`src/rtl/bwib_pkg.sv`:
```
// Shared constants, types and decoding for the multi-transfer bus sequencer
package bwib_pkg;

    // Size codes on the size lines, also used for operand and port width
    localparam logic [1:0] SZ_BYTE = 2'h1;
    localparam logic [1:0] SZ_WORD = 2'h2;
    localparam logic [1:0] SZ_LONG = 2'h0;
    localparam logic [1:0] SZ_LINE = 2'h3;

    // Port width codes share the size encoding
    localparam logic [1:0] PORT_32 = 2'h0;
    localparam logic [1:0] PORT_16 = 2'h2;
    localparam logic [1:0] PORT_8 = 2'h1;

    // Bus widths
    localparam int ADDR_W = 28;
    localparam int DATA_W = 32;

    // Largest transfer lane, as log2 of bytes
    localparam logic [2:0] LG_LONG = 3'h2;

    // Reset values of the bus outputs
    localparam logic [27:0] RST_ADDR = 28'h0000000;
    localparam logic [1:0] RST_CODE = 2'h0;
    localparam logic [31:0] RST_DATA = 32'h00000000;

    // Sequencer states
    typedef enum logic [1:0] {
        ST_IDLE = 2'b00,
        ST_START = 2'b01,
        ST_DATA = 2'b10,
        ST_GAP = 2'b11
    } bwib_state_type;

    // Log2 of the byte count of a size code
    function automatic logic [2:0] size_lg(input logic [1:0] code);
        logic [2:0] lg;
        lg = 3'h2;
        unique case (code)
            SZ_BYTE: lg = 3'h0;
            SZ_WORD: lg = 3'h1;
            SZ_LONG: lg = 3'h2;
            SZ_LINE: lg = 3'h4;
        endcase
        return lg;
    endfunction : size_lg

endpackage : bwib_pkg

```
`src/rtl/bwib_seq.sv`:
```
// Sequencer for bursting and burst-inhibited multi-transfer bus operations
// Function
// Line write walks four longwords in block
// Longword steps low address bits on narrow ports
// Word steps address bit zero on byte port
// Bursting: size code shows operand size
// Inhibited: size code shows port width
// Inhibited mode never shows line size
// Bursting write takes two to sixteen beats
// First clock: address, controls, write, start
// Second clock: start off, privilege, data
// Wait states hold data until acknowledge
// Target latches data on acknowledge clock
// Burst beat advances address without start
// Release data bus after final beat
// Burst disabled, not DRAM, and wide: inhibited sequence
// DRAM wide accesses are always bursted
// Inhibited read repeats ordinary reads fully
// Inhibited: new start each following transfer
// Burst when enabled or DRAM, wide
// Longword placed on all lanes, wide port
`timescale 1ns/1ps
module bwib_seq #(
    parameter int BUF_DEPTH = 2
) (
    // Clock and reset
    input wire logic CLK,
    input wire logic NRST,
    // Operation request
    input wire logic REQ_VALID,
    output logic REQ_READY,
    input wire logic [27:0] REQ_ADDR,
    input wire logic REQ_WRITE,
    input wire logic [1:0] REQ_OPSIZE,
    input wire logic [1:0] REQ_PORT,
    input wire logic [1:0] REQ_TYPE,
    input wire logic REQ_KIND,
    input wire logic REQ_PRIV,
    input wire logic REQ_BURST_EN,
    input wire logic REQ_DRAM,
    // Write data stream
    input wire logic WD_VALID,
    output logic WD_READY,
    input wire logic [31:0] WD_DATA,
    // Read data and completion
    output logic RD_VALID,
    output logic [31:0] RD_DATA,
    output logic RD_LAST,
    output logic DONE,
    // External bus
    output logic [27:0] ADDR,
    output logic [1:0] ACCESS_TYPE_CODE,
    output logic ACCESS_MODE_FLAG,
    output logic [1:0] XFER_SIZE_CODE,
    output logic RW,
    output logic TRANSFER_START_N,
    input wire logic XFER_ACK_N,
    input wire logic [31:0] DATA_IN,
    output logic [31:0] DATA_OUT,
    output logic DATA_OE_N
);
    bwib_pkg::bwib_state_type state_ff; // Sequencer state
    bwib_pkg::bwib_state_type nxt_state; // Its next value
    logic [27:0] addr_ff; // Current transfer address
    logic write_ff; // Operation is a write
    logic [1:0] type_ff; // Access type
    logic kind_ff; // Code or data, first clock
    logic priv_ff; // Privilege, later clocks
    logic [1:0] size_ff; // Size code on the lines
    logic [1:0] op_ff; // Operand size
    logic burst_ff; // Bursted operation
    logic inhib_ff; // Burst-inhibited operation
    logic dram_ff; // Target is DRAM
    logic [3:0] mask_ff; // Operand block mask on low address
    logic [4:0] step_ff; // Address step per beat
    logic [4:0] left_ff; // Beats left after current
    logic [1:0] slice_ff; // Port slice within a data item
    logic [1:0] slices_m1_ff; // Slices per item minus one
    logic [2:0] port_lg_ff; // Port width, log2 of bytes
    logic [2:0] item_lg_ff; // Data item width, log2 of bytes
    logic [2:0] lane_lg_ff; // Replicated lane width, log2 of bytes
    logic rd_valid_ff;
    logic [31:0] rd_data_ff;
    logic rd_last_ff;
    logic done_ff;

    // Request decode
    logic [2:0] req_op_lg;
    logic [2:0] req_port_lg;
    logic [2:0] req_item_lg;
    logic req_wide;
    logic req_burst;
    logic [4:0] req_opb;

    // Beat handshake and buffer head
    logic ack;
    logic beat_done;
    logic last_beat;
    logic slice_last;
    logic wd_pop;
    logic wd_head_valid;
    logic wd_more;
    logic [31:0] wd_head;
    logic [3:0] nxt_low;
    logic [31:0] just;
    logic [31:0] sel;
    logic [6:0] shamt;
    logic [2:0] lgb;

    // Write data buffer; its ready stalls the producer
    bwib_pair_buf #(
        .WIDTH(bwib_pkg::DATA_W),
        .DEPTH(BUF_DEPTH)
    ) u_wbuf (
        .CLK(CLK),
        .NRST(NRST),
        .in_valid(WD_VALID),
        .in_ready(WD_READY),
        .in_data(WD_DATA),
        .out_valid(wd_head_valid),
        .out_ready(wd_pop),
        .out_data(wd_head),
        .out_more(wd_more)
    );

    // Operand against port width decides burst or inhibited
    always_comb begin
        req_op_lg = bwib_pkg::size_lg(REQ_OPSIZE);
        req_port_lg = (REQ_PORT == bwib_pkg::SZ_LINE) ? bwib_pkg::LG_LONG
                                                      : bwib_pkg::size_lg(REQ_PORT);
        req_item_lg = (req_op_lg > bwib_pkg::LG_LONG) ? bwib_pkg::LG_LONG : req_op_lg;
        req_wide = req_op_lg > req_port_lg;
        req_burst = req_wide && (REQ_BURST_EN || REQ_DRAM);
        req_opb = 5'h01 << req_op_lg;
    end

    // Accept a request when idle; a write needs its first item buffered
    assign REQ_READY = (state_ff == bwib_pkg::ST_IDLE) && (!REQ_WRITE || wd_head_valid);

    // Beat bookkeeping
    assign ack = !XFER_ACK_N;
    assign beat_done = (state_ff == bwib_pkg::ST_DATA) && ack;
    assign last_beat = (left_ff == 5'h00);
    assign slice_last = (slice_ff == slices_m1_ff);
    assign wd_pop = beat_done && write_ff && slice_last;

    // State sequencing
    always_comb begin
        nxt_state = state_ff;
        unique case (state_ff)
            bwib_pkg::ST_IDLE: begin
                if (REQ_VALID && REQ_READY) begin
                    nxt_state = bwib_pkg::ST_START;
                end
            end
            bwib_pkg::ST_START: begin
                nxt_state = bwib_pkg::ST_DATA;
            end
            bwib_pkg::ST_DATA: begin
                if (!ack) begin
                    nxt_state = bwib_pkg::ST_DATA;
                end else if (last_beat) begin
                    nxt_state = bwib_pkg::ST_IDLE;
                end else if (burst_ff) begin
                    nxt_state = bwib_pkg::ST_DATA;
                end else if (!write_ff || !wd_pop || wd_more) begin
                    nxt_state = bwib_pkg::ST_START;
                end else begin
                    nxt_state = bwib_pkg::ST_GAP;
                end
            end
            bwib_pkg::ST_GAP: begin
                // Wait for the next write item before a new start
                if (!write_ff || wd_head_valid) begin
                    nxt_state = bwib_pkg::ST_START;
                end
            end
        endcase
    end

    // State register
    always_ff @(posedge CLK) begin
        if (!NRST) begin
            state_ff <= bwib_pkg::ST_IDLE;
        end else begin
            state_ff <= nxt_state;
        end
    end

    // Operation attributes captured with the request
    always_ff @(posedge CLK) begin
        if (!NRST) begin
            write_ff <= 1'b0;
            type_ff <= bwib_pkg::RST_CODE;
            kind_ff <= 1'b0;
            priv_ff <= 1'b0;
            size_ff <= bwib_pkg::RST_CODE;
            op_ff <= bwib_pkg::RST_CODE;
            burst_ff <= 1'b0;
            inhib_ff <= 1'b0;
            dram_ff <= 1'b0;
            mask_ff <= 4'h0;
            step_ff <= 5'h00;
            port_lg_ff <= 3'h0;
            item_lg_ff <= 3'h0;
            lane_lg_ff <= 3'h0;
            slices_m1_ff <= 2'h0;
        end else if (REQ_VALID && REQ_READY) begin
            write_ff <= REQ_WRITE;
            type_ff <= REQ_TYPE;
            kind_ff <= REQ_KIND;
            priv_ff <= REQ_PRIV;
            // Wide and not bursted: port width; else operand size
            size_ff <= (req_wide && !req_burst) ? REQ_PORT : REQ_OPSIZE;
            op_ff <= REQ_OPSIZE;
            burst_ff <= req_burst;
            inhib_ff <= req_wide && !req_burst;
            dram_ff <= REQ_DRAM;
            mask_ff <= 4'(req_opb - 5'h01);
            step_ff <= req_wide ? (5'h01 << req_port_lg) : 5'h00;
            port_lg_ff <= req_port_lg;
            item_lg_ff <= req_item_lg;
            lane_lg_ff <= (req_item_lg < req_port_lg) ? req_item_lg : req_port_lg;
            slices_m1_ff <= (req_item_lg > req_port_lg)
                          ? 2'((3'h1 << (req_item_lg - req_port_lg)) - 3'h1) : 2'h0;
        end
    end

    // Next low address stays inside the aligned operand block
    assign nxt_low = (addr_ff[3:0] & ~mask_ff) | ((addr_ff[3:0] + step_ff[3:0]) & mask_ff);

    // Address register steps after each acknowledged beat but the last
    always_ff @(posedge CLK) begin
        if (!NRST) begin
            addr_ff <= bwib_pkg::RST_ADDR;
        end else if (REQ_VALID && REQ_READY) begin
            addr_ff <= REQ_ADDR;
        end else if (beat_done && !last_beat) begin
            addr_ff <= {addr_ff[27:4], nxt_low};
        end
    end

    // Beats left after the current one: one to fifteen for a wide operand
    always_ff @(posedge CLK) begin
        if (!NRST) begin
            left_ff <= 5'h00;
        end else if (REQ_VALID && REQ_READY) begin
            left_ff <= req_wide ? 5'((5'h01 << (req_op_lg - req_port_lg)) - 5'h01)
                                : 5'h00;
        end else if (beat_done && !last_beat) begin
            left_ff <= left_ff - 5'h01;
        end
    end

    // Slice index within the current write item
    always_ff @(posedge CLK) begin
        if (!NRST) begin
            slice_ff <= 2'h0;
        end else if (REQ_VALID && REQ_READY) begin
            slice_ff <= 2'h0;
        end else if (beat_done) begin
            slice_ff <= slice_last ? 2'h0 : slice_ff + 2'h1;
        end
    end

    // Left-justify the item, pick the slice, replicate over the lanes
    always_comb begin
        unique case (item_lg_ff)
            3'h0: just = {wd_head[7:0], 24'h000000};
            3'h1: just = {wd_head[15:0], 16'h0000};
            default: just = wd_head;
        endcase
        lgb = port_lg_ff + 3'h3;
        shamt = {5'h00, slice_ff} << lgb;
        sel = just << shamt;
        unique case (lane_lg_ff)
            3'h0: DATA_OUT = {4{sel[31:24]}};
            3'h1: DATA_OUT = {2{sel[31:16]}};
            default: DATA_OUT = sel;
        endcase
    end

    // Bus controls decoded from the state flop
    assign TRANSFER_START_N = (state_ff != bwib_pkg::ST_START);
    assign DATA_OE_N = !(write_ff && (state_ff == bwib_pkg::ST_DATA));
    assign ACCESS_MODE_FLAG = (state_ff == bwib_pkg::ST_START) ? kind_ff : priv_ff;
    assign RW = !(write_ff && (state_ff != bwib_pkg::ST_IDLE));
    assign ADDR = addr_ff;
    assign ACCESS_TYPE_CODE = type_ff;
    assign XFER_SIZE_CODE = size_ff;

    // Read beats and completion reported from flops
    always_ff @(posedge CLK) begin
        if (!NRST) begin
            rd_valid_ff <= 1'b0;
            rd_data_ff <= bwib_pkg::RST_DATA;
            rd_last_ff <= 1'b0;
            done_ff <= 1'b0;
        end else begin
            rd_valid_ff <= beat_done && !write_ff;
            rd_last_ff <= beat_done && !write_ff && last_beat;
            done_ff <= beat_done && last_beat;
            if (beat_done && !write_ff) begin
                rd_data_ff <= DATA_IN;
            end
        end
    end

    assign RD_VALID = rd_valid_ff;
    assign RD_DATA = rd_data_ff;
    assign RD_LAST = rd_last_ff;
    assign DONE = done_ff;
endmodule : bwib_seq

```
`src/rtl/bwib_pair_buf.sv`:
```
// Small valid/ready buffer in the write data path
`timescale 1ns/1ps
module bwib_pair_buf #(
    parameter int WIDTH = 32,
    parameter int DEPTH = 2
) (
    // Clock and reset
    input wire logic CLK,
    input wire logic NRST,
    // Filling side
    input wire logic in_valid,
    output logic in_ready,
    input wire logic [WIDTH-1:0] in_data,
    // Draining side
    output logic out_valid,
    input wire logic out_ready,
    output logic [WIDTH-1:0] out_data,
    // At least two entries held
    output logic out_more
);
    localparam int PW = (DEPTH > 1) ? $clog2(DEPTH) : 1;

    logic [WIDTH-1:0] mem_ff [DEPTH]; // Entry storage
    logic [PW-1:0] wr_ptr_ff; // Next entry to fill
    logic [PW-1:0] rd_ptr_ff; // Oldest entry
    logic [PW:0] count_ff; // Entries held
    logic push;
    logic pop;

    // Handshakes and flags
    assign in_ready = (count_ff != (PW+1)'(DEPTH));
    assign out_valid = (count_ff != '0);
    assign out_more = (count_ff > (PW+1)'(1));
    assign out_data = mem_ff[rd_ptr_ff];
    assign push = in_valid && in_ready;
    assign pop = out_valid && out_ready;

    // Storage write
    always_ff @(posedge CLK) begin
        if (push) begin
            mem_ff[wr_ptr_ff] <= in_data;
        end
    end

    // Pointers wrap at the depth
    always_ff @(posedge CLK) begin
        if (!NRST) begin
            wr_ptr_ff <= '0;
            rd_ptr_ff <= '0;
        end else begin
            if (push) begin
                wr_ptr_ff <= (wr_ptr_ff == PW'(DEPTH-1)) ? '0 : wr_ptr_ff + PW'(1);
            end
            if (pop) begin
                rd_ptr_ff <= (rd_ptr_ff == PW'(DEPTH-1)) ? '0 : rd_ptr_ff + PW'(1);
            end
        end
    end

    // Occupancy
    always_ff @(posedge CLK) begin
        if (!NRST) begin
            count_ff <= '0;
        end else if (push && !pop) begin
            count_ff <= count_ff + (PW+1)'(1);
        end else if (pop && !push) begin
            count_ff <= count_ff - (PW+1)'(1);
        end
    end

endmodule : bwib_pair_buf

```
`config.mk`:
```
export PLATFORM = sky130hd
export DESIGN_NAME = bwib_seq
export DESIGN_NICKNAME = d
export VERILOG_FILES = /design/src/rtl/bwib_pkg.sv /design/src/rtl/bwib_seq.sv /design/src/rtl/bwib_pair_buf.sv
export SDC_FILE = /design/constraint.sdc
export NUM_CORES = 1
export LEC_CHECK = 0
export ABC_AREA = 1
export BUFFER_PORTS_ARGS = -buffer_cell sky130_fd_sc_hd__buf_4
export CORE_MARGIN = 2
export CORE_UTILIZATION = 25
export DETAILED_ROUTE_END_ITERATION = 10
export SLEW_MARGIN = 20
export SYNTH_ARGS = -nofsm -noshare
export SYNTH_HDL_FRONTEND = slang
export SYNTH_HIERARCHICAL = 1
export SYNTH_SLANG_ARGS = --single-unit
```
`constraint.sdc`:
```
create_clock -name CLK -period 6.4 [get_ports CLK]
set_input_delay 0.64 -clock CLK [delete_from_list [all_inputs] [get_ports CLK]]
set_output_delay 0.64 -clock CLK [all_outputs]
set_load 0.005 [all_outputs]
```
# [Yosys cells after proc, flatten, opt, wreduce, memory -nomap -nowiden]
# Memories as Yosys holds them, arrays and structs flattened. A register that Yosys moved wholly into a read port is not among the register bits.
# Index checks and enable logic that the tools add are counted.
[totals] register_bits=103 mem_bits_rw=64 in_bits=108 out_inout_bits=105 n_memories=1
[classes] n_addsub=13 n_lt_le_gt_ge=5 n_eq_ne=16 shifts=6 muxes=32 n_bitwise=5 n_reduce_logical=44
[memory_table] memory="u_wbuf.mem_ff" words=2 word_bits=32 read_ports=1 rd_ports_with_merged_regs=1 write_ports=1 line_no="bwib_pair_buf.sv:23" source="logic [WIDTH-1:0] mem_ff [DEPTH];"
[ops] operator="32-bit case mux with 2 select lines" n=1
[ops] operator="24-bit case mux with 2 select lines" n=1
[ops] operator="32-bit by 7-bit << shifter with 32-bit output" n=1
[ops] operator="28-bit two-way mux" n=1
[ops] operator="2-bit two-way mux" n=11
[ops] operator="1-bit logical AND" n=17
[ops] operator="5-bit two-way mux" n=3
[ops] operator="2-bit equality test (second input constant)" n=6
[ops] operator="3-bit case mux with 4 select lines" n=1
[ops] operator="1-bit zero test" n=10
[ops] operator="5-bit by 1-bit subtractor with 5-bit output (second input constant)" n=2
[ops] operator="3-bit two-way mux" n=3
[ops] operator="3-bit case mux with 3 select lines" n=1
[ops] operator="4-bit AND" n=2
[ops] operator="4-bit two-way mux" n=2
[ops] operator="2-bit case mux with 4 select lines" n=1
[ops] operator="2-bit nonzero test" n=4
[ops] operator="1-bit by 3-bit << shifter with 4-bit output (first input constant)" n=2
[ops] operator="1-bit two-way mux" n=7
[ops] operator="2-bit by 3-bit << shifter with 7-bit output" n=1
[ops] operator="2-bit by 1-bit equality test with 1-bit output (second input constant)" n=3
[ops] operator="3-bit by 1-bit equality test with 1-bit output (second input constant)" n=2
[ops] operator="3-bit > comparator" n=2
[ops] operator="2-bit zero test" n=3
[ops] operator="other kinds (23)" n=34

# [Longest topological paths before layout]
[logic_depth] depth_word=12 depth_mapped=17 ltp_nobuf=16

# [Modules after synthesis]
# Netlist, hierarchy kept.
[modules_own_cells] module="bwib_seq" n_inst=1 cells_each=1082 area_each_um2=6610.1 seq_area_each_um2=1921.8
[modules_own_cells] module="bwib_pair_buf" n_inst=1 cells_each=208 area_each_um2=2812.7 seq_area_each_um2=2021.9

# [Least setup slack after synthesis]
# No wires, ideal clock.
[synth_path] path_kind="register -> output" startpoint="register port_lg_ff[0]" endpoint="output port DATA_OUT[12]" t_arrival_ns=2.098 required_ns=5.760 path_slack_ns=3.662 path_stages_with_launch=16 n_path_buf=1 cell_sequence="dfxtp_1 inv_2 ha_1 nand3_1 nor2_4 buf_2 nand2_1 nand3_1 nand2_1 nand2_1 nand3_1 nand3_1 nand2_1 nor2_2 nand2_1 nand2_1"
[synth_between] elab_chain_len=4
[synth_rtl] element="start, declared" line_no="bwib_seq.sv:79" source="logic [2:0] port_lg_ff;"
[synth_rtl] element="start signal, assigned" line_no="bwib_seq.sv:221" source="port_lg_ff <= req_port_lg;"
[synth_rtl] element="3-bit by 2-bit adder with 3-bit output" line_no="bwib_seq.sv:273" source="lgb = port_lg_ff + 3'h3;"
[synth_rtl] element="2-bit by 3-bit << shifter with 7-bit output" line_no="bwib_seq.sv:274" source="shamt = {5'h00, slice_ff} << lgb;"
[synth_rtl] element="32-bit by 7-bit << shifter with 32-bit output" line_no="bwib_seq.sv:275" source="sel = just << shamt;"
[synth_rtl] element="via DATA_OUT[28]" line_no="bwib_seq.sv:59" source="output logic [31:0] DATA_OUT,"
[synth_rtl] element="24-bit case mux with 2 select lines" line_no="bwib_seq.sv:276" source="unique case (lane_lg_ff)"
[synth_rtl] element="end, declared" line_no="bwib_seq.sv:59"
# The timed path passes the listed nets, and every way through them passes these cells.

# [Worst setup path after layout]
[layout_path] startpoint="register port_lg_ff[0]" endpoint="output port DATA_OUT[9]"
[layout_between] elab_chain_len=4
[layout_rtl] element="3-bit by 2-bit adder with 3-bit output" line_no="bwib_seq.sv:273"
[layout_rtl] element="2-bit by 3-bit << shifter with 7-bit output" line_no="bwib_seq.sv:274"
[layout_rtl] element="32-bit by 7-bit << shifter with 32-bit output" line_no="bwib_seq.sv:275"
[layout_rtl] element="24-bit case mux with 2 select lines" line_no="bwib_seq.sv:276"
# No other way between the ends.

==> qor.yml <==
initial_antenna_violation_count: 0
postPlaceCellArea_sq_mm: 0.0114
async_flop_share: 0
clkSlewWorstSetupHoldPaths_ns: 0.07
max_cap_violations: 0
timing.final.max_slew_violations: 0
critical_path_end_type: "output pin"
endpoint_required_time_on_the_critical_path_ns: 5.76
share_of_synthesized_cell_area_in_and_or_nand_and_nor_gates: 0.350
final.period_utilization: 0.673
yosys.cell_types.count: 45
cts_tree: "done"
power.sequential.fraction: 0.407
drt-initial-drc-count: 532
power.switching_w: 0.000949
ant_nets: 0
ys_seq_elements: 165
areaGrowthSynthToFinish_pct: 27.0
hold_path.class: "primary input to register"
dieWidth_microns: 198
clock_power_share: 0.342
buffer_levels_on_the_longest_clock_path: 2
final.setup.tns_ns: 0
wire_per_inst_microns: 15.7
grt_first_pass_wirelength_mm: 49.3
clock_latency_ns: 0.44
mostFrequentLayoutCells: "nand2_1 (365), nand3_1 (296), buf_4 (223)"
syn_area_per_cell_sq_um: 7.30
synthesized_area_fraction_occupied_by_ao_oa_aoi_and_oai_cells: 0.0973
antenna_cells_inserted: 0
dp_hpwl_mm: 23.3
cts_hold_repair.buffers: 0
grt_setup_unrepaired: "false"
outcome: "finished clean"
fillers: 4030
yosysWarnings: 6
synth_ff_type: "dfxtp_1"
p_per_area_mw_per_mm2: 247
clock_sinks: 165
vias: 9300
clock_tree.htree_level_count: 4
drt_first_pass_iters: 5
synth_top_family_by_area: "simple AND/OR/NAND/NOR gates"
stdcell_area_sq_mm: 0.0120
cts.repair.resized: 0
fin_nets: 1601
sw_frac_of_total: 0.321
post_synth_xor_area_fraction: 0.00651
port_buffers: 212
num_rows: 71
synthMuxAreaShare: 0
synth_top_area_share: 0.215
power.leakage_nw: 5.35
largest_net_degree_at_the_start_of_global_routing: 65
crit_arrival_ns: 3.67
first_global_vias: 9072
synth_edf_count: 64
overflow: 0
critical_path.max_fanout: 34
synth_top_cells_by_area: "dfxtp_1 (21%), edfxtp_1 (20%), nand3_1 (16%), nand2_1 (15%), inv_1 (4.6%)"
slew-limit-headroom: 0.362
post-route-min-period_ns: 4.31
netlist_instances: 1290
initial_core_utilization: 0.252
height_of_the_chip_microns: 198
cts_setup_buffers: 0
mappedNetlistNets: 1426
clockRootBuffer: "clkbuf_16"
yosys.area_share.adder: 0.0396
tightest_slew_ns: 0.957
power_report.internal_total_w: 0.00201
timing.fmax_ghz: 0.232
dieArea_sq_mm: 0.0393
drt-vias-per-instance: 4.68
finClkSkew_ns: 0.0118
final.hold.worst_slack_ns: 0.377
final_layout_size_suffix_gt1_frac: 0.212
synth.yosys.seq_area_share: 0.419
synth.cell_area_sq_mm: 0.00942
gpl.final_weighted_congestion: 0.887
detailedPlace.worstSlack_ns: 2.58
finalHoldViolations: 0
drc_errors_left: 0
setup_ws_ns: 2.09
critical_path.startpoint_type: "register"
mostFrequentLayoutCell: "nand2_1"
timing_worst_setup_path_type: "register to output pin"
count_of_endpoints_failing_setup_in_the_final_report: 0
totalWireLength_mm: 31.2
cts_inserted_buffers: 17
io_pins: 213
design.core.area_sq_mm: 0.0374
total_global_route_track_usage: 0.162
max-vdd-ir-drop_mv: 0.218
power.combinational.fraction: 0.251
synth_top_cell_by_area: "dfxtp_1"
-- power groups by stage --
stage          combinational, W  clock, W  sequential (W)
4_1_cts                0.000750   0.00105         0.00121
3_5_place_dp           0.000748         0         0.00123
6_report               0.000741   0.00101         0.00121
3_3_place_gp           0.000741         0         0.00123
5_1_grt                0.000836   0.00110         0.00121
2_1_floorplan          0.000405         0         0.00122
-- critical path: stages, from the launching register on --
cell and delay (ns):
dfxtp_1 0.42, inv_2 0.08, ha_1 0.37, inv_1 0.08, nand3_1 0.06, nand2_1 0.15
nand2_1 0.07, buf_4 0.25, inv_1 0.74, nand3_1 0.20, nand3_1 0.14, nand2_1 0.08
o21ai_2 0.17, nand2_1 0.06, o21ai_0 0.16, buf_4 0.19
-- through the flow --
step	total power [W]	instances	utilization
6_report	0.00296	1989	0.320
5_1_grt	0.00314	1989	0.320
4_1_cts	0.00300	1989	0.320
3_5_place_dp	0.00198	1957	0.305
3_3_place_gp	0.00197	1957	0.305
2_1_floorplan	0.00163	1290	-
-- Yosys cell counts, types with 4 or more instances --
master	n
nand2_1	367
nand3_1	296
inv_1	116
dfxtp_1	101
edfxtp_1	64
a21oi_1	51
nor2_1	51
clkbuf_1	36
o21ai_2	33
o21ai_0	32
ha_1	25
nand4_1	18
buf_2	13
buf_1	7
inv_2	7
nor3_1	6
o21ai_1	5
o22ai_1	5
a31oi_1	4
buf_6	4
or2_2	4
xor2_1	4
-- layer usage --
layer | global-route usage | vias to the layer above | part of all wire
li1 | - | 4668 | -
met1 | 0.195 | 4319 | 0.42
met2 | 0.276 | 271 | 0.49
met3 | 0.0441 | 42 | 0.062
met4 | 0.0571 | 0 | 0.024
met5 | 0 | - | 0
-- worst paths after layout --
kind | slack, ns | to | startpoint | cells after the start
max | 2.09 | DATA_OUT[9] | port_lg_ff[0]$_SDFFE_PN0P_ | 15
min | 0.38 | u_wbuf/mem_ff[0][11]$_DFFE_PP_ | WD_DATA[11] | 1
max reg2reg | 3.56 | register | u_wbuf/count_ff[0]$_SDFFE_PN0P_ | 13
min reg2reg | 0.46 | RD_DATA[1]$_SDFFE_PN0P_ | RD_DATA[1]$_SDFFE_PN0P_ | 2
-- final cells by class --
type / instances / area [sq um] / area share
clock buffer: 20 / 468 / 0.0391
clock inverter: 12 / 109 / 0.00910
inverter: 125 / 469 / 0.0392
multi-input combinational: 933 / 4660 / 0.390
sequential: 165 / 3950 / 0.330
tap: 511 / 639 / 0.0534
timing repair buffer: 223 / 1670 / 0.140
-- flip-flops by register name (all words and copies together) (netlist names), 2 cells and up, named ones only --
| name | count |
|---|---|
| ACCESS_TYPE_CODE | 2 |
| ADDR | 24 |
| RD_DATA | 32 |
| XFER_SIZE_CODE | 2 |
| item_lg_ff | 2 |
| lane_lg_ff | 3 |
| left_ff | 5 |
| mask_ff | 3 |
| port_lg_ff | 2 |
| slice_ff | 2 |
| slices_m1_ff | 2 |
| state_ff | 2 |
| step_ff | 4 |
| u_wbuf/count_ff | 2 |
| u_wbuf/mem_ff | 64 |
-- cell families after synthesis --
| group | count (synthesis) |
|---|---|
| buffers and inverters | 192 |
| AND/OR/NAND/NOR | 753 |
| flip-flops | 165 |
| AO/OA/AOI/OAI | 145 |
| XOR/XNOR | 7 |
| adder cells (fa/ha/maj) | 28 |
Note: power is estimated with default switching activity, not from simulation.
